`config.mk`:
```
export PLATFORM = sky130hd
export DESIGN_NAME = qdac_update_ctrl
export DESIGN_NICKNAME = d
export VERILOG_FILES = /design/src/common/qdac_pkg.sv /design/src/design/qdac_update_ctrl.sv
export SDC_FILE = /design/constraint.sdc
export NUM_CORES = 1
export LEC_CHECK = 0
export BUFFER_PORTS_ARGS = -buffer_cell sky130_fd_sc_hd__buf_4
export CORE_ASPECT_RATIO = 0.8
export CORE_MARGIN = 1
export CORE_UTILIZATION = 53
export CTS_CLUSTER_DIAMETER = 120
export DETAILED_ROUTE_END_ITERATION = 10
export MAX_ROUTING_LAYER = met4
export PLACE_DENSITY = 0.84
export REMOVE_ABC_BUFFERS = 1
export SLEW_MARGIN = 20
export SYNTH_ARGS = -nofsm -noshare
export SYNTH_HDL_FRONTEND = slang
export SYNTH_SLANG_ARGS = --single-unit
export TNS_END_PERCENT = 20
```
`constraint.sdc`:
```
create_clock -name ref_clk -period 2.05 [get_ports ref_clk]
set_clock_uncertainty 0.1 [all_clocks]
set_input_delay 0.1025 -clock ref_clk [delete_from_list [all_inputs] [get_ports ref_clk]]
set_output_delay 0.1025 -clock ref_clk [all_outputs]
set_load 0.02 [all_outputs]
```
`src/common/qdac_pkg.sv`:
```
// shared constants and types for the quad dac update control
package qdac_pkg;

    localparam int unsigned NUM_CH      = 4;
    localparam int unsigned CODE_W      = 16;
    localparam int unsigned FRAME_BITS  = 24;
    localparam int unsigned CNT_W       = 5;

    // word layout: command, channel select, code
    localparam int unsigned CMD_HI      = 23;
    localparam int unsigned CMD_LO      = 20;
    localparam int unsigned ADDR_HI     = 19;
    localparam int unsigned ADDR_LO     = 16;
    localparam int unsigned DATA_HI     = 15;
    localparam int unsigned DATA_LO     = 0;
    localparam int unsigned MASK_HI     = 3;
    localparam int unsigned MASK_LO     = 0;

    // command codes
    localparam logic [3:0] CMD_WR_INPUT  = 4'h1;
    localparam logic [3:0] CMD_UPDATE    = 4'h2;
    localparam logic [3:0] CMD_WR_UPDATE = 4'h3;
    localparam logic [3:0] CMD_LOAD_MASK = 4'h5;
    localparam logic [3:0] CMD_SW_RESET  = 4'h6;

    // reset values and clear codes
    localparam logic [3:0]  MASK_RESET   = 4'h0;
    localparam logic [15:0] CODE_ZERO    = 16'h0000;
    localparam logic [15:0] CODE_MID     = 16'h8000;
    localparam logic [23:0] SHIFT_RESET  = 24'h00_0000;
    localparam logic [4:0]  CNT_RESET    = 5'h00;
    localparam logic [4:0]  CNT_MAX      = 5'h1f;
    localparam logic [4:0]  CNT_FRAME    = 5'h18;

    // reset pin timing at the 10 MHz reference
    localparam int unsigned CLK_PERIOD_NS  = 100;
    localparam int unsigned RST_MIN_NS     = 30;
    localparam int unsigned RST_MIN_CYC_RAW =
        (RST_MIN_NS + CLK_PERIOD_NS - 1) / CLK_PERIOD_NS;
    localparam int unsigned RST_MIN_CYC =
        (RST_MIN_CYC_RAW < 1) ? 1 : RST_MIN_CYC_RAW;

    typedef enum logic [1:0] {
        QDAC_INIT  = 2'b00,
        QDAC_RUN   = 2'b01,
        QDAC_HWRST = 2'b11
    } qdac_mode_e;

    typedef logic [NUM_CH-1:0][CODE_W-1:0] qdac_codes_t;

    typedef struct packed {
        logic sclk;
        logic sdin;
        logic sync_n;
    } qdac_serial_s;

    typedef struct packed {
        logic load_strobe_n;
        logic hw_reset_n;
        logic reset_level_select;
    } qdac_pins_s;

    typedef struct packed {
        qdac_mode_e            mode;
        logic [2:0]            sclk_sy;
        logic [2:0]            sync_sy;
        logic [1:0]            sdin_sy;
        logic [2:0]            load_sy;
        logic [1:0]            hrst_sy;
        logic [FRAME_BITS-1:0] shift;
        logic [CNT_W-1:0]      cnt;
        logic [NUM_CH-1:0]     mask;
        qdac_codes_t           in_code;
        qdac_codes_t           dac_code;
    } qdac_state_s;

endpackage : qdac_pkg

```
`src/design/qdac_update_ctrl.sv`:
```
// quad dac serial command decode, load-pin masking and reset handling
//
// Operation
// - load-mask command copies data bits 3..0 into mask, address ignored
// - every mask bit is zero after power-on or software reset
// - masked channel ignores load pin falling edge, sees it as high
// - write-input always loads input; dac too only if load pin low
// - update command copies input to dac for addressed channels
// - write-and-update loads input and dac, load pin ignored
// - falling load edge copies input to dac on unmasked channels
// - load pin held low overrides the mask bits
// - hardware reset low clears outputs to zero or midscale by select
// - after reset release outputs keep cleared code until reprogrammed
// - no output update while hardware reset is low
// - software reset command restores the power-on code
// - load pin activity during power-on reset is ignored
// - hardware reset low at power-up delays initialization until release
// - power-up code is zero with select low, midscale with select high
// - outputs keep power-up code until a valid write arrives
// - transfers are 24-bit words latched on frame-sync rising edge
// - load low during write-input updates both registers at frame end
// - load high during write defers dac update to later load fall
// - top four bits are command, next four select channels
`timescale 1ns/1ps

module qdac_update_ctrl (
    // clock and reset
    input  wire logic                 ref_clk,
    input  wire logic                 rst_n,
    // serial command port
    input  wire qdac_pkg::qdac_serial_s serial,
    // control pins
    input  wire qdac_pkg::qdac_pins_s pins,
    // channel codes and status
    output qdac_pkg::qdac_codes_t     dac_code,
    output qdac_pkg::qdac_codes_t     input_code,
    output logic [3:0]                load_mask,
    output qdac_pkg::qdac_mode_e      mode
);
    import qdac_pkg::*;

    qdac_state_s st_reg;
    qdac_state_s st_next;

    // decoded frame view
    logic        sclk_fall;
    logic        sync_rise;
    logic        sync_fall;
    logic        load_fall;
    logic        load_low;
    logic        hrst_low;
    logic        frame_ok;
    logic [3:0]  cmd;
    logic [3:0]  addr;
    logic [15:0] data;

    function automatic logic [15:0] clear_code(input logic sel);
        return sel ? CODE_MID : CODE_ZERO;
    endfunction : clear_code

    function automatic qdac_codes_t fill_codes(input logic [15:0] c);
        qdac_codes_t r;
        for (int i = 0; i < NUM_CH; i++) begin
            r[i] = c;
        end
        return r;
    endfunction : fill_codes

    // edges and levels from synced pins
    // only stage 1 and 2 of each synchroniser are looked at
    assign sclk_fall = st_reg.sclk_sy[2] & ~st_reg.sclk_sy[1];
    assign sync_rise = ~st_reg.sync_sy[2] & st_reg.sync_sy[1];
    assign sync_fall = st_reg.sync_sy[2] & ~st_reg.sync_sy[1];
    assign load_fall = st_reg.load_sy[2] & ~st_reg.load_sy[1];
    assign load_low  = ~st_reg.load_sy[1];
    assign hrst_low  = ~st_reg.hrst_sy[1];

    // frame taken on sync rise
    // short or long frames are dropped rather than half-decoded
    assign frame_ok = sync_rise && (st_reg.cnt == CNT_FRAME);

    assign cmd  = st_reg.shift[CMD_HI:CMD_LO];
    assign addr = st_reg.shift[ADDR_HI:ADDR_LO];
    assign data = st_reg.shift[DATA_HI:DATA_LO];

    always_comb begin
        st_next = st_reg;

        st_next.sclk_sy = {st_reg.sclk_sy[1:0], serial.sclk};
        st_next.sync_sy = {st_reg.sync_sy[1:0], serial.sync_n};
        st_next.sdin_sy = {st_reg.sdin_sy[0], serial.sdin};
        st_next.load_sy = {st_reg.load_sy[1:0], pins.load_strobe_n};
        st_next.hrst_sy = {st_reg.hrst_sy[0], pins.hw_reset_n};

        // shift in on sclk fall while frame is open
        if (sync_fall) begin
            st_next.cnt = CNT_RESET;
        end else if (!st_reg.sync_sy[1] && sclk_fall) begin
            st_next.shift = {st_reg.shift[FRAME_BITS-2:0],
                             st_reg.sdin_sy[1]};
            if (st_reg.cnt != CNT_MAX) begin
                st_next.cnt = st_reg.cnt + CNT_W'(1);
            end
        end

        case (st_reg.mode)
            QDAC_INIT: begin
                // load edges are not acted on here
                if (!hrst_low) begin
                    st_next.in_code =
                        fill_codes(clear_code(pins.reset_level_select));
                    st_next.dac_code =
                        fill_codes(clear_code(pins.reset_level_select));
                    st_next.mask = MASK_RESET;
                    st_next.mode = QDAC_RUN;
                end
            end
            QDAC_RUN: begin
                if (hrst_low) begin
                    st_next.in_code =
                        fill_codes(clear_code(pins.reset_level_select));
                    st_next.dac_code =
                        fill_codes(clear_code(pins.reset_level_select));
                    st_next.mode = QDAC_HWRST;
                end else begin
                    // masked channels see the pin as high
                    if (load_fall) begin
                        for (int i = 0; i < NUM_CH; i++) begin
                            if (!st_reg.mask[i]) begin
                                st_next.dac_code[i] = st_reg.in_code[i];
                            end
                        end
                    end
                    // frame commands take effect only on a valid frame
                    if (frame_ok) begin
                        case (cmd)
                            CMD_WR_INPUT: begin
                                for (int i = 0; i < NUM_CH; i++) begin
                                    if (addr[i]) begin
                                        st_next.in_code[i] = data;
                                        if (load_low) begin
                                            st_next.dac_code[i] = data;
                                        end
                                    end
                                end
                            end
                            CMD_UPDATE: begin
                                for (int i = 0; i < NUM_CH; i++) begin
                                    if (addr[i]) begin
                                        st_next.dac_code[i] =
                                            st_reg.in_code[i];
                                    end
                                end
                            end
                            CMD_WR_UPDATE: begin
                                for (int i = 0; i < NUM_CH; i++) begin
                                    if (addr[i]) begin
                                        st_next.in_code[i] = data;
                                        st_next.dac_code[i] = data;
                                    end
                                end
                            end
                            CMD_LOAD_MASK: begin
                                st_next.mask = st_reg.shift[MASK_HI:MASK_LO];
                            end
                            CMD_SW_RESET: begin
                                st_next.in_code = fill_codes(
                                    clear_code(pins.reset_level_select));
                                st_next.dac_code = fill_codes(
                                    clear_code(pins.reset_level_select));
                                st_next.mask = MASK_RESET;
                            end
                            default: begin
                                // unsupported commands are dropped
                                st_next.mask = st_reg.mask;
                            end
                        endcase
                    end
                end
            end
            QDAC_HWRST: begin
                // hold cleared code, frames and load ignored
                st_next.in_code =
                    fill_codes(clear_code(pins.reset_level_select));
                st_next.dac_code =
                    fill_codes(clear_code(pins.reset_level_select));
                if (!hrst_low) begin
                    st_next.mode = QDAC_RUN;
                end
            end
            default: begin
                st_next.mode = QDAC_INIT;
            end
        endcase
    end

    always_ff @(posedge ref_clk) begin
        if (!rst_n) begin
            st_reg.mode     <= QDAC_INIT;
            st_reg.sclk_sy  <= 3'b000;
            st_reg.sync_sy  <= 3'b111;
            st_reg.sdin_sy  <= 2'b00;
            st_reg.load_sy  <= 3'b111;
            st_reg.hrst_sy  <= 2'b00;
            st_reg.shift    <= SHIFT_RESET;
            st_reg.cnt      <= CNT_RESET;
            st_reg.mask     <= MASK_RESET;
            st_reg.in_code  <= fill_codes(CODE_ZERO);
            st_reg.dac_code <= fill_codes(CODE_ZERO);
        end else begin
            st_reg <= st_next;
        end
    end

    assign dac_code   = st_reg.dac_code;
    assign input_code = st_reg.in_code;
    assign load_mask  = st_reg.mask;
    assign mode       = st_reg.mode;

    a_mask_load_cmd: assert property (
        @(posedge ref_clk) disable iff (!rst_n)
        (st_reg.mode == QDAC_RUN && !hrst_low && frame_ok
            && cmd == CMD_LOAD_MASK)
        |=> load_mask == $past(st_reg.shift[MASK_HI:MASK_LO]))
        else $error("mask not loaded from frame");

    a_mask_reset_zero: assert property (
        @(posedge ref_clk)
        !rst_n |=> load_mask == MASK_RESET)
        else $error("mask not cleared by reset");

    // masked channel holds on load fall
    a_masked_ch_hold: assert property (
        @(posedge ref_clk) disable iff (!rst_n)
        (st_reg.mode == QDAC_RUN && !hrst_low && load_fall
            && st_reg.mask[0] && !frame_ok)
        |=> dac_code[0] == $past(dac_code[0]))
        else $error("masked channel followed load pin");

    a_write_defer: assert property (
        @(posedge ref_clk) disable iff (!rst_n)
        (st_reg.mode == QDAC_RUN && !hrst_low && frame_ok
            && cmd == CMD_WR_INPUT && addr[1] && !load_low && !load_fall)
        |=> input_code[1] == $past(data)
            && dac_code[1] == $past(dac_code[1]))
        else $error("write-input with load high misbehaved");

    a_write_instant: assert property (
        @(posedge ref_clk) disable iff (!rst_n)
        (st_reg.mode == QDAC_RUN && !hrst_low && frame_ok
            && cmd == CMD_WR_INPUT && addr[2] && load_low)
        |=> dac_code[2] == $past(data))
        else $error("write-input with load low missed dac");

    a_update_copy: assert property (
        @(posedge ref_clk) disable iff (!rst_n)
        (st_reg.mode == QDAC_RUN && !hrst_low && frame_ok
            && cmd == CMD_UPDATE && addr[2])
        |=> dac_code[2] == $past(input_code[2])
            && input_code[2] == $past(input_code[2]))
        else $error("update command wrong");

    a_write_update: assert property (
        @(posedge ref_clk) disable iff (!rst_n)
        (st_reg.mode == QDAC_RUN && !hrst_low && frame_ok
            && cmd == CMD_WR_UPDATE && addr[3])
        |=> dac_code[3] == $past(data) && input_code[3] == $past(data))
        else $error("write-and-update wrong");

    a_load_fall_copy: assert property (
        @(posedge ref_clk) disable iff (!rst_n)
        (st_reg.mode == QDAC_RUN && !hrst_low && load_fall
            && !st_reg.mask[1] && !frame_ok)
        |=> dac_code[1] == $past(input_code[1]))
        else $error("load fall did not update channel");

    // cleared code held through hardware reset
    a_hwrst_block: assert property (
        @(posedge ref_clk) disable iff (!rst_n)
        (mode == QDAC_HWRST && hrst_low) [*2]
        |-> dac_code[0] == clear_code($past(pins.reset_level_select)))
        else $error("outputs moved during hardware reset");

    a_init_wait: assert property (
        @(posedge ref_clk) disable iff (!rst_n)
        (mode == QDAC_INIT && hrst_low) |=> mode == QDAC_INIT)
        else $error("initialised while reset pin low");

    // reset pin reaches hwrst one clock after the sync delay
    a_hwrst_enter: assert property (
        @(posedge ref_clk) disable iff (!rst_n)
        (mode == QDAC_RUN && hrst_low) |=> mode == QDAC_HWRST)
        else $error("hardware reset not entered");

    a_sw_reset_code: assert property (
        @(posedge ref_clk) disable iff (!rst_n)
        (st_reg.mode == QDAC_RUN && !hrst_low && frame_ok
            && cmd == CMD_SW_RESET)
        |=> dac_code[2] == clear_code($past(pins.reset_level_select))
            && load_mask == MASK_RESET)
        else $error("software reset did not restore code");

    a_powerup_code: assert property (
        @(posedge ref_clk) disable iff (!rst_n)
        (mode == QDAC_INIT && !hrst_low)
        |=> mode == QDAC_RUN
            && dac_code[1] == clear_code($past(pins.reset_level_select)))
        else $error("power-up code wrong");

    a_release_hold: assert property (
        @(posedge ref_clk) disable iff (!rst_n)
        (mode == QDAC_HWRST && !hrst_low)
        |=> mode == QDAC_RUN
            && dac_code[3] == clear_code($past(pins.reset_level_select)))
        else $error("code moved on reset release");

    // low load level overrides the mask
    a_low_mask_over: assert property (
        @(posedge ref_clk) disable iff (!rst_n)
        (st_reg.mode == QDAC_RUN && !hrst_low && frame_ok
            && cmd == CMD_WR_INPUT && addr[0] && load_low
            && st_reg.mask[0])
        |=> dac_code[0] == $past(data))
        else $error("masked channel missed write with load low");

endmodule : qdac_update_ctrl

```
==> results of run 1 <==
worst paths after layout:
kind	slack (ps)	depth (start not counted)	startpoint	to
worst max-delay path	7	9	st_reg[133]$_SDFFE_PP0P_	dac_code[47]$_SDFFE_PN0P_
worst min-delay path	310	1	st_next[169]$_SDFF_PN1_	st_next[170]$_SDFF_PN1_
worst max register to register	7	9	st_reg[133]$_SDFFE_PP0P_	dac_code[47]$_SDFFE_PN0P_
worst min register to register	310	1	st_next[169]$_SDFF_PN1_	st_next[170]$_SDFF_PN1_
critical path: stages (launching register included):
cell and delay [ps]:
dfxtp_2 320, inv_2 60, ha_4 150, nand2_4 60, buf_4 140, a2111oi_0 360
buf_4 200, nand2_1 130, a311oi_1 300, o21ai_1 100
layout make-up:
type,count,area [sq um],share of cell area
Timing Repair Buffer,240,2080,0.167
Clock inverter,14,166,0.0134
Multi-Input combinational cell,880,5850,0.470
Tap cell,264,330,0.0265
Inverter,13,48.8,0.00392
Sequential cell,176,3540,0.284
Clock buffer,18,439,0.0353
kinds of logic (layout without fill, tap and decap cells):
family / Yosys count / after routing / synth area share
adder cells (fa/ha/maj): 7 / 7 / 0.00804
multiplexers: 149 / 149 / 0.141
flip-flops: 176 / 176 / 0.323
AO/OA/AOI/OAI: 299 / 299 / 0.191
buffers and inverters: 261 / 285 / 0.149
AND/OR/NAND/NOR: 421 / 421 / 0.185
XOR/XNOR: 4 / 4 / 0.00322
metal layers:
| layer | wire (um) | up-vias | share of wire |
|---|---|---|---|
| li1 | - | 4526 | - |
| met1 | 13500 | 4686 | 0.42 |
| met2 | 14500 | 566 | 0.45 |
| met3 | 3420 | 85 | 0.11 |
| met4 | 949 | 0 | 0.029 |
| met5 | 0 | - | 0 |
power groups by stage:
stage | sequential, mW | combinational [mW] | clock, mW
floorplan | 3.64 | 0.570 | 0
global placement | 3.61 | 1.11 | 0
detailed placement | 3.61 | 1.12 | 0
CTS | 3.53 | 1.15 | 3.38
global route | 3.54 | 1.35 | 3.52
finish | 3.54 | 1.29 | 3.37
timing repair:
item / 4_1_cts / 5_1_grt
buffers inserted: 0 / 7
endpoints found under the hold margin: 15 / 0
resized for setup: 6 / 22
gates cloned: 0 / 2
hold buffers: 9 / 0
setup endpoints to repair: 53 / 121
pin swaps: 2 / 6
synth_stat cells, types with 2 or more instances:
cell type	instances
and3_1	3
o31a_1	3
nor2b_1	8
buf_6	14
mux2_2	38
a22oi_1	51
buf_4	135
a221o_1	3
o21ai_1	62
a32oi_1	8
o22a_1	37
a311oi_1	3
a21oi_1	17
clkbuf_1	73
buf_2	22
nor2_1	26
a21boi_0	25
nor3_1	13
o21ai_0	43
o221ai_1	21
o2bb2ai_1	2
nand2_1	197
or3b_1	4
a21boi_1	3
mux2i_1	111
and2_1	24
xor2_1	3
dfxtp_1	176
or2_1	2
a22o_1	2
nand3_1	68
a2111oi_0	2
buf_1	3
o211ai_1	3
nand2b_1	63
o221a_2	4
a2111o_1	2
inv_1	13
ha_1	7
a211oi_1	4
or2_0	3
layout by cell type, fill, tap and decap left out, types with 4 or more instances in the layout:
cell type / n
buf_12: 17
nor2_1: 26
mux2_2: 38
nand3_1: 68
o21ai_0: 43
nand2_1: 195
a211oi_1: 4
nor2b_1: 8
ha_1: 5
mux2i_1: 108
inv_6: 5
nor3_1: 12
and2_1: 23
o221ai_1: 21
o22a_1: 37
a21oi_1: 17
a32oi_1: 8
dlygate4sd3_1: 9
o221a_2: 4
buf_4: 211
nand2b_1: 62
dfxtp_2: 4
o21ai_1: 62
inv_1: 11
a21boi_0: 25
a22oi_1: 49
dfxtp_1: 170
clkbuf_16: 19
metrics by stage:
stage / hold WS [ps] / area [sq um] / utilization / TNS, ps
floorplan: 75.5 / 9320 / - / -158500
global placement: 188 / 11500 / 0.578 / -42.1
detailed placement: 192 / 11500 / 0.578 / -326
CTS: 276 / 12300 / 0.614 / 0
global route: 316 / 12400 / 0.623 / -644
finish: 312 / 12400 / 0.623 / 0
==> qor.yml, run 1 <==
worst_pin_slew_ps: 615
pre_cts_ws_ps: -48.7
worst-path-max-fanout: 5
leakage_nw: 5.05
overflow: 0
dr.pass1.iters: 7
setup_violations: 0
ys_seq_area_frac: 0.323
wire_per_inst_um: 20.2
pwr_density_cell_nw_per_um2: 659
grt_pass1_vias: 9107
ys_top_cells_by_area: "dfxtp_1 32%, mux2i_1 10%, buf_4 9.3%, nand2_1 6.8%, mux2_2 3.9%"
power_frac_comb: 0.157
via_per_inst: 6.15
finalMaxSlewViolations: 0
ir_worst_vdd_v: 0.000546
drt_iter0_markers: 1156
die-area_sq_um: 21100
synthesis.area_sq_um: 10900
gp_congestion: 0.954
diodes: 0
rsz0062_at_grt: "true"
p_int_mw: 5.79
htreeDepth: 4
dp_cells: 1555
grt_usage: 0.312
busiest_layer: "met2"
fmax_mhz: 489
synth_edf_count: 0
synth_top_cell_by_area: "dfxtp_1"
use_met3: 0.0715
clock-root-buffer: "clkbuf_16"
antenna_found_initial: 0
area_growth_pct: 14.3
cts.sinks: 176
ys_ff_latch: 176
initial_core_util: 0.546
yosysWarnings: 0
clkLatencyLatePin_ps: 440
cts_buffers: 17
end_kind: "flop"
min_period_ps: 2040
hold_viol: 0
worst-setup-path-type: "flop to flop"
drt_wl_total_um: 32400
status: "finished clean"
drv_cap: 0
cp-start-kind: "flop"
avgSynthCellArea_sq_um: 8.27
sw_frac_of_total: 0.294
period_share: 0.997
p_switching_mw: 2.41
drc: 0
grt_start_max_net_pins: 68
fin_nets: 1343
finalNonFillerCells: 1605
die_w_um: 162
drive_above_1_share: 0.248
cts_tree: "done"
core_area_sq_um: 20000
die_y_um: 130
layout_setup_ws_ps: 6.97
rows: 46
clkPwrFrac: 0.411
dpl.hpwl_um: 21100
hold_class: "flop to flop"
antenna_left: 0
power_mw: 8.20
async_reset_ff_frac: 0
cp.required_ps: 2270
synthCells: 1317
grt_pass1_wl_um: 49700
synth_top_flop_cell: "dfxtp_1"
use_met1: 0.401
n_fill_cell: 1613
synth.distinct_cells: 57
vias: 9863
cp.arrival_ps: 2270
io_buffers: 141
clockBufferDepth: 2
synth_top_area_frac: 0.323
p_seq_frac: 0.431
met2_usage: 0.474
ios: 142
clk_pin_slew_ps: 70
relSlewSlack: 0.586
Note: power is estimated with default switching activity, not from simulation.
==> inputs of run 2 (changes only) <==
--- a/config.mk
+++ b/config.mk
@@ -5,14 +5,14 @@
 export SDC_FILE = /design/constraint.sdc
 export NUM_CORES = 1
 export LEC_CHECK = 0
-export BUFFER_PORTS_ARGS = -buffer_cell sky130_fd_sc_hd__buf_4
 export CORE_ASPECT_RATIO = 0.8
 export CORE_MARGIN = 1
-export CORE_UTILIZATION = 53
+export CORE_UTILIZATION = 59
 export CTS_CLUSTER_DIAMETER = 120
 export DETAILED_ROUTE_END_ITERATION = 10
+export DONT_BUFFER_PORTS = 1
 export MAX_ROUTING_LAYER = met4
-export PLACE_DENSITY = 0.84
+export PLACE_DENSITY = 0.85
 export REMOVE_ABC_BUFFERS = 1
 export SLEW_MARGIN = 20
 export SYNTH_ARGS = -nofsm -noshare
==> run 2 against run 1 <==
The flow now finishes with violations (hold timing, setup timing); clock power down 1%; final cell count is 8.3% lower; sequential share of layout area is 1.5 points higher; via count grew 0.66%; utilization up 2.9 points; die area down 10%; critical path depth stayed put; sequential power hardly changed; global-route usage grew 4.0 points.
==> qor.yml, run 2 (same netlist as run 1, synthesis figures left out) <==
min_period_ps: 2060
cts_tree: "done"
rows: 44
vias: 9928
rsz0062_at_grt: "true"
htreeDepth: 4
die-area_sq_um: 19000
end_kind: "flop"
core_area_sq_um: 18100
grt_start_max_net_pins: 89
area_growth_pct: 8.47
pwr_density_cell_nw_per_um2: 689
fmax_mhz: 485
ir_worst_vdd_v: 0.000511
drive_above_1_share: 0.165
drt_iter0_markers: 1350
period_share: 1.01
hold_viol: 1
overflow: 0
final_area_sq_um: 11800
die_w_um: 154
antenna_found_initial: 0
drt_wl_total_um: 33700
initial_core_util: 0.602
finalMaxSlewViolations: 0
clockBufferDepth: 2
grt_pass1_vias: 9414
worst_pin_slew_ps: 589
dpl.hpwl_um: 20500
min_path_cells: 2
cts.sinks: 176
cp.arrival_ps: 2320
diodes: 0
status: "complete, but fails checks"
clkLatencyLatePin_ps: 430
final_common_cell: "nand2_1"
grt_usage: 0.352
place_area_sq_um: 10500
via_per_inst: 6.75
die_y_um: 124
hold_class: "primary input to flop"
clock-root-buffer: "clkbuf_16"
fin_nets: 1243
worst_hold_slack_ps: -9.64
violations: "hold timing, setup timing"
ios: 142
grt_pass1_wl_um: 50600
dr.pass1.iters: 6
cp.required_ps: 2310
worst-setup-path-type: "flop to flop"
antenna_left: 0
ff2ff_path_depth: 9
clk_pin_slew_ps: 70
drv_cap: 0
layout_setup_ws_ps: -13.5
setup_violations: 2
io_buffers: 0
mostFrequentLayoutCells: "194 x nand2_1, 168 x dfxtp_1, 107 x mux2i_1, 71 x buf_4, 67 x nand3_1"
final.setup.tns_ps: -15.3
leakage_nw: 4.38
cp-start-kind: "flop"
gp_congestion: 0.922
drc: 0
wire_per_inst_um: 22.9
worst-path-max-fanout: 8
relSlewSlack: 0.603
cts_buffers: 17
run 2: cell types whose count changed in the layout (fill, tap and decap cells not counted), moves of 3 or more:
cell,change
buf_4,-140
buf_6,+3
clkinvlp_4,+5
dlygate4sd3_1,+36
inv_6,-3
inv_8,-3
run 2: cell type report:
type                       instances  area, sq um
clock inverter                    12          134
clock buffer                      20          457
inverter                          13         48.8
fill                            1355         6290
multi-input combinational        880         5900
sequential                       176         3540
tap                              230          288
timing repair buffer             140         1450
run 2: worst max-delay path, cell delays in order (launching register included):
cell and delay [ps]:
dfxtp_4 370, buf_4 130, nand3b_1 90, a2111o_1 410, buf_4 160, o31ai_4 210
buf_6 170, buf_12 130, o21ai_1 70, a21oi_1 140
run 2: power breakdown:
part	switching [mW]	internal [mW]	total [mW]	leakage [nW]
Sequential	0.103	3.47	3.57	1.42
Clock	1.45	1.87	3.32	0.275
Combinational	0.699	0.557	1.26	2.68
run 2: repair_timing:
item                       in CTS  in global routing
buffers inserted                0                  6
hold buffers                   46                  0
hold endpoints to repair      129                  0
setup endpoints to repair      58                125
resized for setup               7                 41
pin swaps                       1                 11
cloned                          0                  3
run 2: stage by stage:
stage | cells | total power, mW | utilization | hold WS (ps) | worst slack (ps)
5_1_grt | 1471 | 8.36 | 0.653 | 6.79 | -110
6_report | 1471 | 8.14 | 0.653 | -9.64 | -13.5
3_5_place_dp | 1384 | 4.66 | 0.578 | 109 | -53.8
3_3_place_gp | 1384 | 4.64 | 0.578 | 107 | -49.7
4_1_cts | 1462 | 7.96 | 0.639 | 2.48 | 0.00644
2_1_floorplan | 1069 | 4.21 | - | 75.5 | -1560
run 2: metal layers:
layer	vias to the layer above	part of all wire	track usage
met5	-	0	-
met1	4701	0.38	0.432
met4	0	0.038	0.157
met3	144	0.14	0.123
li1	4320	-	-
met2	763	0.44	0.522
run 2: path summary, 6_finish.rpt:
| kind | start | to | slack (ps) |
|---|---|---|---|
| worst min register to register | st_next[162]$_SDFF_PN0_ | st_reg[162]$_SDFF_PN0_ | 340 |
| worst max-delay path | cmd[2]$_SDFFE_PN0P_ | input_code[15]$_SDFFE_PN0P_ | -10 |
| worst min-delay path | rst_n | cmd[2]$_SDFFE_PN0P_ | -10 |
| worst max register to register | cmd[2]$_SDFFE_PN0P_ | input_code[15]$_SDFFE_PN0P_ | -10 |
